### config.mk
export PLATFORM = sky130hd
export DESIGN_NAME = mcb_device_flat
export DESIGN_NICKNAME = d
export VERILOG_FILES = /design/src/hdl/mcb_pkg.sv /design/src/hdl/mcb_link_if.sv /design/src/hdl/mcb_ticker.sv /design/src/hdl/mcb_device.sv /design/src/flat_wrapper.sv
export SDC_FILE = /design/constraint.sdc
export NUM_CORES = 1
export LEC_CHECK = 0
export ABC_AREA = 1
export BUFFER_PORTS_ARGS = -buffer_cell sky130_fd_sc_hd__buf_2
export CORE_ASPECT_RATIO = 0.7
export CORE_UTILIZATION = 48
export DETAILED_ROUTE_END_ITERATION = 8
export HOLD_SLACK_MARGIN = 0.15
export PLACE_DENSITY = 0.81
export REMOVE_ABC_BUFFERS = 1
export SLEW_MARGIN = 20
export SYNTH_ARGS = -nofsm -noshare
export SYNTH_HDL_FRONTEND = slang
export SYNTH_SLANG_ARGS = --single-unit
### constraint.sdc
create_clock -name clk -period 1.8 [get_ports clk]
set_clock_uncertainty 0.05 [all_clocks]
set_input_delay 0.18 -clock clk [delete_from_list [all_inputs] [get_ports clk]]
set_output_delay 0.18 -clock clk [all_outputs]
set_load 0.03 [all_outputs]
### src/hdl/mcb_pkg.sv
// constants shared by both ends of the maintenance control byte link
package mcb_pkg;
  localparam int ADDR_W = 3;
  localparam int DATA_W = 16;
  // byte addresses of the words reached by the host
  localparam logic [2:0] REG_MAINT = 3'h0;
  localparam logic [2:0] REG_INSTR_LO = 3'h4;
  localparam logic [2:0] REG_INSTR_HI = 3'h6;
  // bit positions inside the maintenance byte (high byte of word 0)
  localparam int BIT_STEP = 0;
  localparam int BIT_INJECT = 1;
  localparam int BIT_SHOW = 2;
  localparam int BIT_LOOP = 3;
  localparam int BIT_STEP_LINE = 4;
  localparam int BIT_RSVD = 5;
  localparam int BIT_MASTER_CLEAR_BIT = 6;
  localparam int BIT_RUN = 7;
  localparam logic [7:0] MAINT_RESET = 8'h80;
  localparam logic [7:0] BYTE_ZERO = 8'h00;
  // timing at a 10 ns clock
  localparam int CLK_PERIOD_NS = 10;
  localparam int STEP_PULSE_NS = 60;
  localparam int STEP_PULSES = 5;
  localparam int STEP_PULSE_CYC = (STEP_PULSE_NS + CLK_PERIOD_NS - 1) / CLK_PERIOD_NS;
  localparam int CLK_HZ = 1000 / CLK_PERIOD_NS * 1000000;
  localparam int RATE1_BPS = 10000;
  localparam int RATE2_BPS = 20000;
  localparam int MAINT_CYC_TYPE1 = CLK_HZ / RATE1_BPS;
  localparam int MAINT_CYC_TYPE2 = CLK_HZ / RATE2_BPS;
  localparam int TICK_W = 16;
  typedef enum logic [2:0] {
    OP_READ = 3'b000,
    OP_WRITE = 3'b001,
    OP_STEP = 3'b010,
    OP_INJECT = 3'b011
  } mcb_op_t;
endpackage

### src/hdl/mcb_link_if.sv
// system bus word port between host program logic and the controller
`timescale 1ns/10ps
interface mcb_link_if;
  logic                           req;
  logic                           we;
  logic [mcb_pkg::ADDR_W-1:0]     addr;
  logic                           hi_en;
  logic                           lo_en;
  logic [mcb_pkg::DATA_W-1:0]     wdata;
  logic                           ack;
  logic [mcb_pkg::DATA_W-1:0]     rdata;
  modport dev (input req, input we, input addr, input hi_en, input lo_en,
               input wdata, output ack, output rdata);
  modport host (output req, output we, output addr, output hi_en, output lo_en,
                output wdata, input ack, input rdata);
endinterface

### src/hdl/mcb_ticker.sv
// free divider giving a one-cycle tick every DIV cycles while enabled
`timescale 1ns/10ps
module mcb_ticker #(
  parameter int unsigned DIV = 16
) (
  input  wire logic clk,
  input  wire logic rst,
  input  wire logic run,
  output logic      tick
);
  localparam int            TW   = mcb_pkg::TICK_W;
  localparam logic [TW-1:0] LAST = TW'(DIV - 1);
  logic [TW-1:0]            cnt_reg;

  always_ff @(posedge clk)
  begin
    if (rst || !run || cnt_reg == LAST)
      cnt_reg <= '0;
    else
      cnt_reg <= cnt_reg + 1'b1;
  end

  always_ff @(posedge clk)
  begin
    if (rst)
      tick <= 1'b0;
    else
      tick <= run && cnt_reg == LAST;
  end
endmodule

### src/hdl/mcb_device.sv
// controller end: maintenance byte, step engine and line-unit test clocking
// How it works
// - step runs five 60 ns timing pulses
// - inject makes step use host instruction bytes
// - show-ROM turns bytes 4-7 into ROM
// - show-ROM with step shows next ROM word
// - line-loop ties serial out to in
// - loop without run: step-line is only clock
// - loop with run: internal maintenance bit clock
// - external loop needs test plug fitted
// - software sets full duplex before loopback
// - step-line rise shifts tx, fall rx
// - master clear inits processor and line unit, sets run
// - run gates clock, set by init
// - inhibit switch clears run, protect blocks microcode
// - lockout leaves only master clear working
// - maintenance actions override other controls; the inhibit switch still beats a run-bit write
// - maintenance byte is base word high byte
// - software loads word, steps, injects, unsteps
// - software halts run before stepping
// - single-step loop holds tx active, rts/dtr off
// - one step-line cycle shifts one bit
`timescale 1ns/10ps
module mcb_device #(
  parameter int unsigned MAINT_DIV_1 = mcb_pkg::MAINT_CYC_TYPE1,
  parameter int unsigned MAINT_DIV_2 = mcb_pkg::MAINT_CYC_TYPE2,
  parameter bit          LU_SECOND   = 1'b0
) (
  input  wire logic        clk,
  input  wire logic        rst,
  mcb_link_if.dev          bus,
  input  wire logic        bus_init,
  input  wire logic        maint_lockout_switch,
  input  wire logic        run_inhibit_switch,
  input  wire logic        run_protect_switch,
  input  wire logic        ucode_run_clear,
  input  wire logic [31:0] control_rom_word,
  input  wire logic [31:0] control_rom_next_word,
  input  wire logic        lu_serial_out,
  input  wire logic        ext_serial_rx,
  input  wire logic        modem_clk_pin,
  output logic             up_clk_en,
  output logic             up_clear,
  output logic             up_step_active,
  output logic             up_timing_pulse,
  output logic [2:0]       up_timing_index,
  output logic             up_use_injected,
  output logic [15:0]      up_injected_word,
  output logic             lu_clear,
  output logic             line_loop_bit,
  output logic             lu_serial_in,
  output logic             lu_tx_shift,
  output logic             lu_rx_shift,
  output logic             transmitter_active,
  output logic             lu_rts_hold_off,
  output logic             lu_dtr_hold_off
);
  localparam int NSYNC = 5;
  localparam logic [2:0] LAST_PULSE = 3'(mcb_pkg::STEP_PULSES - 1);
  localparam logic [2:0] LAST_SLOT_CYC = 3'(mcb_pkg::STEP_PULSE_CYC - 1);
  localparam logic       MAINT_RESET_RUN = mcb_pkg::MAINT_RESET[mcb_pkg::BIT_RUN];
  // pin inputs through two flops; only the second stage is ever read
  logic [NSYNC-1:0] pin_raw;
  logic [NSYNC-1:0] sync1_reg;
  logic [NSYNC-1:0] sync2_reg;
  assign pin_raw = {modem_clk_pin, ext_serial_rx, run_protect_switch,
                    run_inhibit_switch, maint_lockout_switch};
  always_ff @(posedge clk)
  begin
    sync1_reg <= rst ? '0 : pin_raw;
    sync2_reg <= rst ? '0 : sync1_reg;
  end
  logic        lockout, inhibit, protect, ext_rx, modem_clk;
  assign {modem_clk, ext_rx, protect, inhibit, lockout} = sync2_reg;
  logic        step_reg, inject_reg, show_reg, loop_reg, step_line_reg, run_reg;
  logic [31:0] instr_reg;
  logic [7:0]  wbyte;
  logic        wr_maint, maint_ok, master_clear_bit_fire, step_start, step_active_reg;
  logic [2:0]  slot_cyc_reg, pulse_idx_reg;
  assign wbyte = bus.wdata[15:8];
  assign wr_maint = bus.req && bus.we && bus.hi_en && bus.addr == mcb_pkg::REG_MAINT;
  assign maint_ok = wr_maint && !lockout;
  assign master_clear_bit_fire = wr_maint && wbyte[mcb_pkg::BIT_MASTER_CLEAR_BIT];
  // only a 0->1 write of the step bit launches a cycle
  assign step_start = maint_ok && wbyte[mcb_pkg::BIT_STEP] && !step_reg
                      && !step_active_reg;
  always_ff @(posedge clk)
  begin
    if (rst)
    begin
      step_reg <= 1'b0;
      inject_reg <= 1'b0;
      show_reg <= 1'b0;
      loop_reg <= 1'b0;
      step_line_reg <= 1'b0;
    end
    else if (maint_ok)
    begin
      step_reg <= wbyte[mcb_pkg::BIT_STEP];
      inject_reg <= wbyte[mcb_pkg::BIT_INJECT];
      show_reg <= wbyte[mcb_pkg::BIT_SHOW];
      loop_reg <= wbyte[mcb_pkg::BIT_LOOP];
      step_line_reg <= wbyte[mcb_pkg::BIT_STEP_LINE];
    end
  end
  // init and master clear first, then inhibit, then maintenance write, microcode last
  always_ff @(posedge clk)
  begin
    if (rst)
      run_reg <= MAINT_RESET_RUN;
    else if (bus_init || master_clear_bit_fire)
      run_reg <= 1'b1;
    else if (inhibit)
      run_reg <= 1'b0;
    else if (maint_ok)
      run_reg <= wbyte[mcb_pkg::BIT_RUN];
    else if (ucode_run_clear && !protect)
      run_reg <= 1'b0;
  end
  always_ff @(posedge clk)
  begin
    if (rst)
      instr_reg <= '0;
    else if (bus.req && bus.we)
    begin
      if (bus.addr == mcb_pkg::REG_INSTR_LO && bus.lo_en)
        instr_reg[7:0] <= bus.wdata[7:0];
      if (bus.addr == mcb_pkg::REG_INSTR_LO && bus.hi_en)
        instr_reg[15:8] <= bus.wdata[15:8];
      if (bus.addr == mcb_pkg::REG_INSTR_HI && bus.lo_en)
        instr_reg[23:16] <= bus.wdata[7:0];
      if (bus.addr == mcb_pkg::REG_INSTR_HI && bus.hi_en)
        instr_reg[31:24] <= bus.wdata[15:8];
    end
  end
  // step engine: five back-to-back 60 ns slots; outputs move on the same edge so they agree
  always_ff @(posedge clk)
  begin
    if (rst)
    begin
      step_active_reg <= 1'b0;
      slot_cyc_reg <= '0;
      pulse_idx_reg <= '0;
      up_timing_pulse <= 1'b0;
      up_step_active <= 1'b0;
      up_timing_index <= '0;
    end
    else if (step_start)
    begin
      step_active_reg <= 1'b1;
      slot_cyc_reg <= '0;
      pulse_idx_reg <= '0;
      up_timing_pulse <= 1'b1;
      up_step_active <= 1'b1;
      up_timing_index <= '0;
    end
    else if (step_active_reg && slot_cyc_reg == LAST_SLOT_CYC)
    begin
      slot_cyc_reg <= '0;
      up_timing_pulse <= pulse_idx_reg != LAST_PULSE;
      step_active_reg <= pulse_idx_reg != LAST_PULSE;
      up_step_active <= pulse_idx_reg != LAST_PULSE;
      pulse_idx_reg <= pulse_idx_reg + 3'h1;
      up_timing_index <= pulse_idx_reg + 3'h1;
    end
    else
    begin
      up_timing_pulse <= 1'b0;
      if (step_active_reg)
        slot_cyc_reg <= slot_cyc_reg + 3'h1;
    end
  end
  always_ff @(posedge clk)
  begin
    if (rst)
    begin
      up_clk_en <= 1'b0;
      up_clear <= 1'b0;
      lu_clear <= 1'b0;
      up_use_injected <= 1'b0;
      up_injected_word <= '0;
    end
    else
    begin
      up_clk_en <= run_reg;
      up_clear <= master_clear_bit_fire;
      lu_clear <= master_clear_bit_fire;
      up_use_injected <= inject_reg;
      up_injected_word <= instr_reg[31:16];
    end
  end
  logic        maint_tick, step_line_d_reg, modem_d_reg;
  mcb_ticker #(.DIV (LU_SECOND ? MAINT_DIV_2 : MAINT_DIV_1)) u_maint_clk (
    .clk  (clk),
    .rst  (rst),
    .run  (run_reg),
    .tick (maint_tick)
  );
  always_ff @(posedge clk)
  begin
    if (rst)
    begin
      step_line_d_reg <= 1'b0;
      modem_d_reg <= 1'b0;
      lu_tx_shift <= 1'b0;
      lu_rx_shift <= 1'b0;
      line_loop_bit <= 1'b0;
      lu_serial_in <= 1'b0;
      transmitter_active <= 1'b0;
      lu_rts_hold_off <= 1'b0;
      lu_dtr_hold_off <= 1'b0;
    end
    else
    begin
      line_loop_bit <= loop_reg;
      lu_serial_in <= loop_reg ? lu_serial_out : ext_rx;
      transmitter_active <= loop_reg && !run_reg;
      lu_rts_hold_off <= loop_reg && !run_reg;
      lu_dtr_hold_off <= loop_reg && !run_reg;
      step_line_d_reg <= step_line_reg;
      modem_d_reg <= modem_clk;
      if (loop_reg && !run_reg)
      begin
        lu_tx_shift <= step_line_reg && !step_line_d_reg;
        lu_rx_shift <= !step_line_reg && step_line_d_reg;
      end
      else if (loop_reg)
      begin
        lu_tx_shift <= maint_tick;
        lu_rx_shift <= maint_tick;
      end
      else if (run_reg)
      begin
        // external plug mode: second type runs from its own modem clock
        lu_tx_shift <= LU_SECOND ? modem_clk && !modem_d_reg : maint_tick;
        lu_rx_shift <= LU_SECOND ? modem_clk && !modem_d_reg : maint_tick;
      end
      else
      begin
        lu_tx_shift <= 1'b0;
        lu_rx_shift <= 1'b0;
      end
    end
  end
  // register reads, answered one cycle after the request
  logic [7:0]  maint_rd;
  logic [31:0] rom_src;
  assign maint_rd = {run_reg, 1'b0, 1'b0, step_line_reg, loop_reg, show_reg,
                     inject_reg, step_reg};
  assign rom_src = step_reg ? control_rom_next_word : control_rom_word;
  always_ff @(posedge clk)
  begin
    if (rst)
    begin
      bus.ack <= 1'b0;
      bus.rdata <= '0;
    end
    else
    begin
      bus.ack <= bus.req;
      if (bus.req && !bus.we)
        unique case (bus.addr)
          mcb_pkg::REG_MAINT:    bus.rdata <= {maint_rd, mcb_pkg::BYTE_ZERO};
          mcb_pkg::REG_INSTR_LO: bus.rdata <= show_reg ? rom_src[15:0] : instr_reg[15:0];
          mcb_pkg::REG_INSTR_HI: bus.rdata <= show_reg ? rom_src[31:16] : instr_reg[31:16];
          default:               bus.rdata <= '0;
        endcase
    end
  end
endmodule

### src/flat_wrapper.sv
// flat-port wrapper written by rule: the top's interface ports become plain ports
module mcb_device_flat 
#(
  parameter int unsigned MAINT_DIV_1 = mcb_pkg::MAINT_CYC_TYPE1,
  parameter int unsigned MAINT_DIV_2 = mcb_pkg::MAINT_CYC_TYPE2,
  parameter bit          LU_SECOND   = 1'b0
)
  (clk, rst, bus_init, maint_lockout_switch, run_inhibit_switch, run_protect_switch, ucode_run_clear, control_rom_word, control_rom_next_word, lu_serial_out, ext_serial_rx, modem_clk_pin, up_clk_en, up_clear, up_step_active, up_timing_pulse, up_timing_index, up_use_injected, up_injected_word, lu_clear, line_loop_bit, lu_serial_in, lu_tx_shift, lu_rx_shift, transmitter_active, lu_rts_hold_off, lu_dtr_hold_off, bus_req, bus_we, bus_addr, bus_hi_en, bus_lo_en, bus_wdata, bus_ack, bus_rdata);
  mcb_link_if bus_i ();
  input  wire logic clk;
  input  wire logic rst;
  input  wire logic bus_init;
  input  wire logic maint_lockout_switch;
  input  wire logic run_inhibit_switch;
  input  wire logic run_protect_switch;
  input  wire logic ucode_run_clear;
  input  wire logic [31:0] control_rom_word;
  input  wire logic [31:0] control_rom_next_word;
  input  wire logic lu_serial_out;
  input  wire logic ext_serial_rx;
  input  wire logic modem_clk_pin;
  output logic up_clk_en;
  output logic up_clear;
  output logic up_step_active;
  output logic up_timing_pulse;
  output logic [2:0] up_timing_index;
  output logic up_use_injected;
  output logic [15:0] up_injected_word;
  output logic lu_clear;
  output logic line_loop_bit;
  output logic lu_serial_in;
  output logic lu_tx_shift;
  output logic lu_rx_shift;
  output logic transmitter_active;
  output logic lu_rts_hold_off;
  output logic lu_dtr_hold_off;
  input wire logic [$bits(bus_i.req)-1:0] bus_req;
  input wire logic [$bits(bus_i.we)-1:0] bus_we;
  input wire logic [$bits(bus_i.addr)-1:0] bus_addr;
  input wire logic [$bits(bus_i.hi_en)-1:0] bus_hi_en;
  input wire logic [$bits(bus_i.lo_en)-1:0] bus_lo_en;
  input wire logic [$bits(bus_i.wdata)-1:0] bus_wdata;
  output wire logic [$bits(bus_i.ack)-1:0] bus_ack;
  output wire logic [$bits(bus_i.rdata)-1:0] bus_rdata;
  assign bus_i.req = bus_req;
  assign bus_i.we = bus_we;
  assign bus_i.addr = bus_addr;
  assign bus_i.hi_en = bus_hi_en;
  assign bus_i.lo_en = bus_lo_en;
  assign bus_i.wdata = bus_wdata;
  assign bus_ack = bus_i.ack;
  assign bus_rdata = bus_i.rdata;
  mcb_device #(.MAINT_DIV_1(MAINT_DIV_1), .MAINT_DIV_2(MAINT_DIV_2), .LU_SECOND(LU_SECOND)) u_core (.clk(clk), .rst(rst), .bus(bus_i), .bus_init(bus_init), .maint_lockout_switch(maint_lockout_switch), .run_inhibit_switch(run_inhibit_switch), .run_protect_switch(run_protect_switch), .ucode_run_clear(ucode_run_clear), .control_rom_word(control_rom_word), .control_rom_next_word(control_rom_next_word), .lu_serial_out(lu_serial_out), .ext_serial_rx(ext_serial_rx), .modem_clk_pin(modem_clk_pin), .up_clk_en(up_clk_en), .up_clear(up_clear), .up_step_active(up_step_active), .up_timing_pulse(up_timing_pulse), .up_timing_index(up_timing_index), .up_use_injected(up_use_injected), .up_injected_word(up_injected_word), .lu_clear(lu_clear), .line_loop_bit(line_loop_bit), .lu_serial_in(lu_serial_in), .lu_tx_shift(lu_tx_shift), .lu_rx_shift(lu_rx_shift), .transmitter_active(transmitter_active), .lu_rts_hold_off(lu_rts_hold_off), .lu_dtr_hold_off(lu_dtr_hold_off));
endmodule
==> impl_metrics.ini <==
[synth]
yosys_warnings = 0
ys_ff_latch = 113
syn_inst = 694
synthesis.area_sq_um = 5015
syn_avg_cell_area_sq_um = 7.226
yosysUniqueCellTypes = 37
synth_flop_cell = dfxtp_1
synth_top_cell_area_share = 0.4511
synth_seq_area_share = 0.4511
synth-edff-count = 0
ys_async_sr_fraction = 0
yosys-top-cells-area = dfxtp_1 (45%), nand2_1 (12%), nor2_1 (7.7%)
yosysTopAreaCell = dfxtp_1

[final_layout]
layout_commonest_cell = nand2_1
final_cell_mix = nand2_1 (158), buf_2 (144), dfxtp_1 (112), nor2_1 (103), inv_1 (62)
synthToLayoutAreaGrowth_pct = 32.46
final_cells = 1002
largest_reg_flops = 32
n_antenna_cell = 0
num-nets-final = 964
design_area_sq_um = 6643
drive_gt1_frac = 0.2380

[drt]
drc = 0
ant_nets = 0
firstDrtPassIters = 5
drtIter0Drc = 412
viasPerCell = 5.130
vias = 5140
wl_per_cell_um = 13.85
wl_mm = 13.88

[placed_design]
placed_cells = 946
place_area_sq_um = 5827
place.gp.congestion = 0.9330
portBuffers = 144
dpl.hpwl_mm = 9.485

[sta]
max_freq_mhz = 599.9
rsz0062_at_grt = false
setup_violations = 0
finalCritPeriodShare = 0.9261
max_slew_margin = 0.6431
timing.hold.ws_ns = 0.1856
slew_violations = 0
worst_pin_slew_ns = 0.5354
hold_viol = 0
min_period_ns = 1.667

[worst_setup_path]
slowest_delay_ns = 0.55
cp.required_ns = 2.04
slowest_stage = dlygate4sd3_1
crit_type = in -> reg
crit_top_cell = dlygate4sd3_1
startpoint_type = primary input
worstPathCellList = dlygate4sd3_1, buf_2, buf_4, nor3_1, o21ai_1, dlygate4sd3_1
arrival_ns = 1.91
r2r_slack_ns = 0.17
crit_path_end_kind = flip-flop
worstPathMaxFanout = 19

[floorplan]
die_w_um = 124.2
fp.dieH_um = 87.52
ios = 146
die_area_sq_um = 10870
start_util = 0.5061
core-area_sq_um = 9910
num_rows = 30

[global_routing]
grt_pass1_vias = 4618
grtUsageTotal = 0.2677
grt_first_pass_wirelength_mm = 21.99
top_usage_layer = met2
antenna_found_initial = 0
grt-ovfl-total = 0
grt_util_met1 = 0.3769
grt_use_met2 = 0.3973
met3_usage = 0.06086
grt_max_degree = 26

[clock_network]
cts_tree = built
clkLatencyLatePin_ns = 0.41
root_buffer = clkbuf_16
clkTransAtPathRegs_ns = 0.05
cts_made_buffers = 17
cts.sinks = 113
clock_path_buffers = 2
htreeDepth = 4

[power]
p_leak_uw = 0.002989
p_per_area_nw_per_um2 = 926.6
ir_drop_mv = 0.7656

[min_path]
min_path_type = in -> reg

[status]
status = completed

[job]
maxCapViolCount = 0
[final timing paths]
path / start / cells after the start / to
setup / recovery: rst / 6 / u_core.run_reg
hold / removal: bus_addr[2] / 4 / u_core.instr_reg[15]
setup reg to reg: u_core.sync2_reg[0] / 5 / u_core.run_reg
hold reg to reg: u_core.sync1_reg[1] / 2 / u_core.sync2_reg[1]
[final cells by class]
| cell class | count | area, sq um |
|---|---|---|
| well taps | 128 | 160.2 |
| multi-input cells | 477 | 2281 |
| clock inverters | 6 | 80.08 |
| clock buffers | 25 | 485.5 |
| repair buffers | 184 | 1109 |
| inverters | 69 | 264.0 |
| fillers | 853 | 3267 |
| flip-flops and latches | 113 | 2263 |
[cell families (layout without fill, tap and decap cells)]
| kind of cell | Yosys count | after routing | share of synthesized area |
|---|---|---|---|
| AO/OA/AOI/OAI | 126 | 126 | 0.1365 |
| XOR/XNOR | 8 | 8 | 0.01397 |
| adder cells (fa/ha/maj) | 5 | 5 | 0.01248 |
| buffers and inverters | 104 | 284 | 0.09406 |
| flip-flops | 113 | 113 | 0.4511 |
| AND/OR/NAND/NOR | 338 | 338 | 0.2919 |
[per-layer routing]
| layer | part of all wire | vias up |
|---|---|---|
| met1 | 0.47 | 2353 |
| met3 | 0.070 | 20 |
| met4 | 0.014 | 0 |
| li1 | - | 2570 |
| met5 | 0 | - |
| met2 | 0.45 | 197 |
[synthesized netlist by cell type (all sizes together), types with 6 or more instances]
cell	count
clkbuf	10
a21oi	53
dfxtp	113
o21ai	52
nor2	107
inv	67
nand3	42
xor2	6
o211ai	20
nand2	164
buf	25
nor3	14
[stage by stage]
step	setup TNS, ns	setup WS [ns]	total power (uW)	utilization
2_1_floorplan	-1.263	-0.1927	2751	-
3_3_place_gp	0	0.2443	2946	0.5880
3_5_place_dp	0	0.2324	2951	0.5880
4_1_cts	0	0.1379	6187	0.6703
5_1_grt	0	0.02982	6378	0.6703
6_report	0	0.1331	6155	0.6703
[worst max-delay path: cells and delay by family]
family,cells,cell delay [ns]
and+or+nand+nor,1,0.18
buffers and inverters,4,1.46
AOI/OAI and AO/OA,1,0.08
[timing repair]
item | in CTS | in global routing
buffers inserted | 0 | 0
gates resized for setup | 0 | 0
hold buffers | 25 | 0
endpoints found under the hold margin | 46 | 0
[report_power, final]
group	switching [uW]	leakage, uW	total (uW)	internal, uW
clock network	1080	0.000281	3200	2130
registers	16.5	0.000915	2560	2540
logic	220	0.00179	395	176
Power figures use the tool's default switching activity.
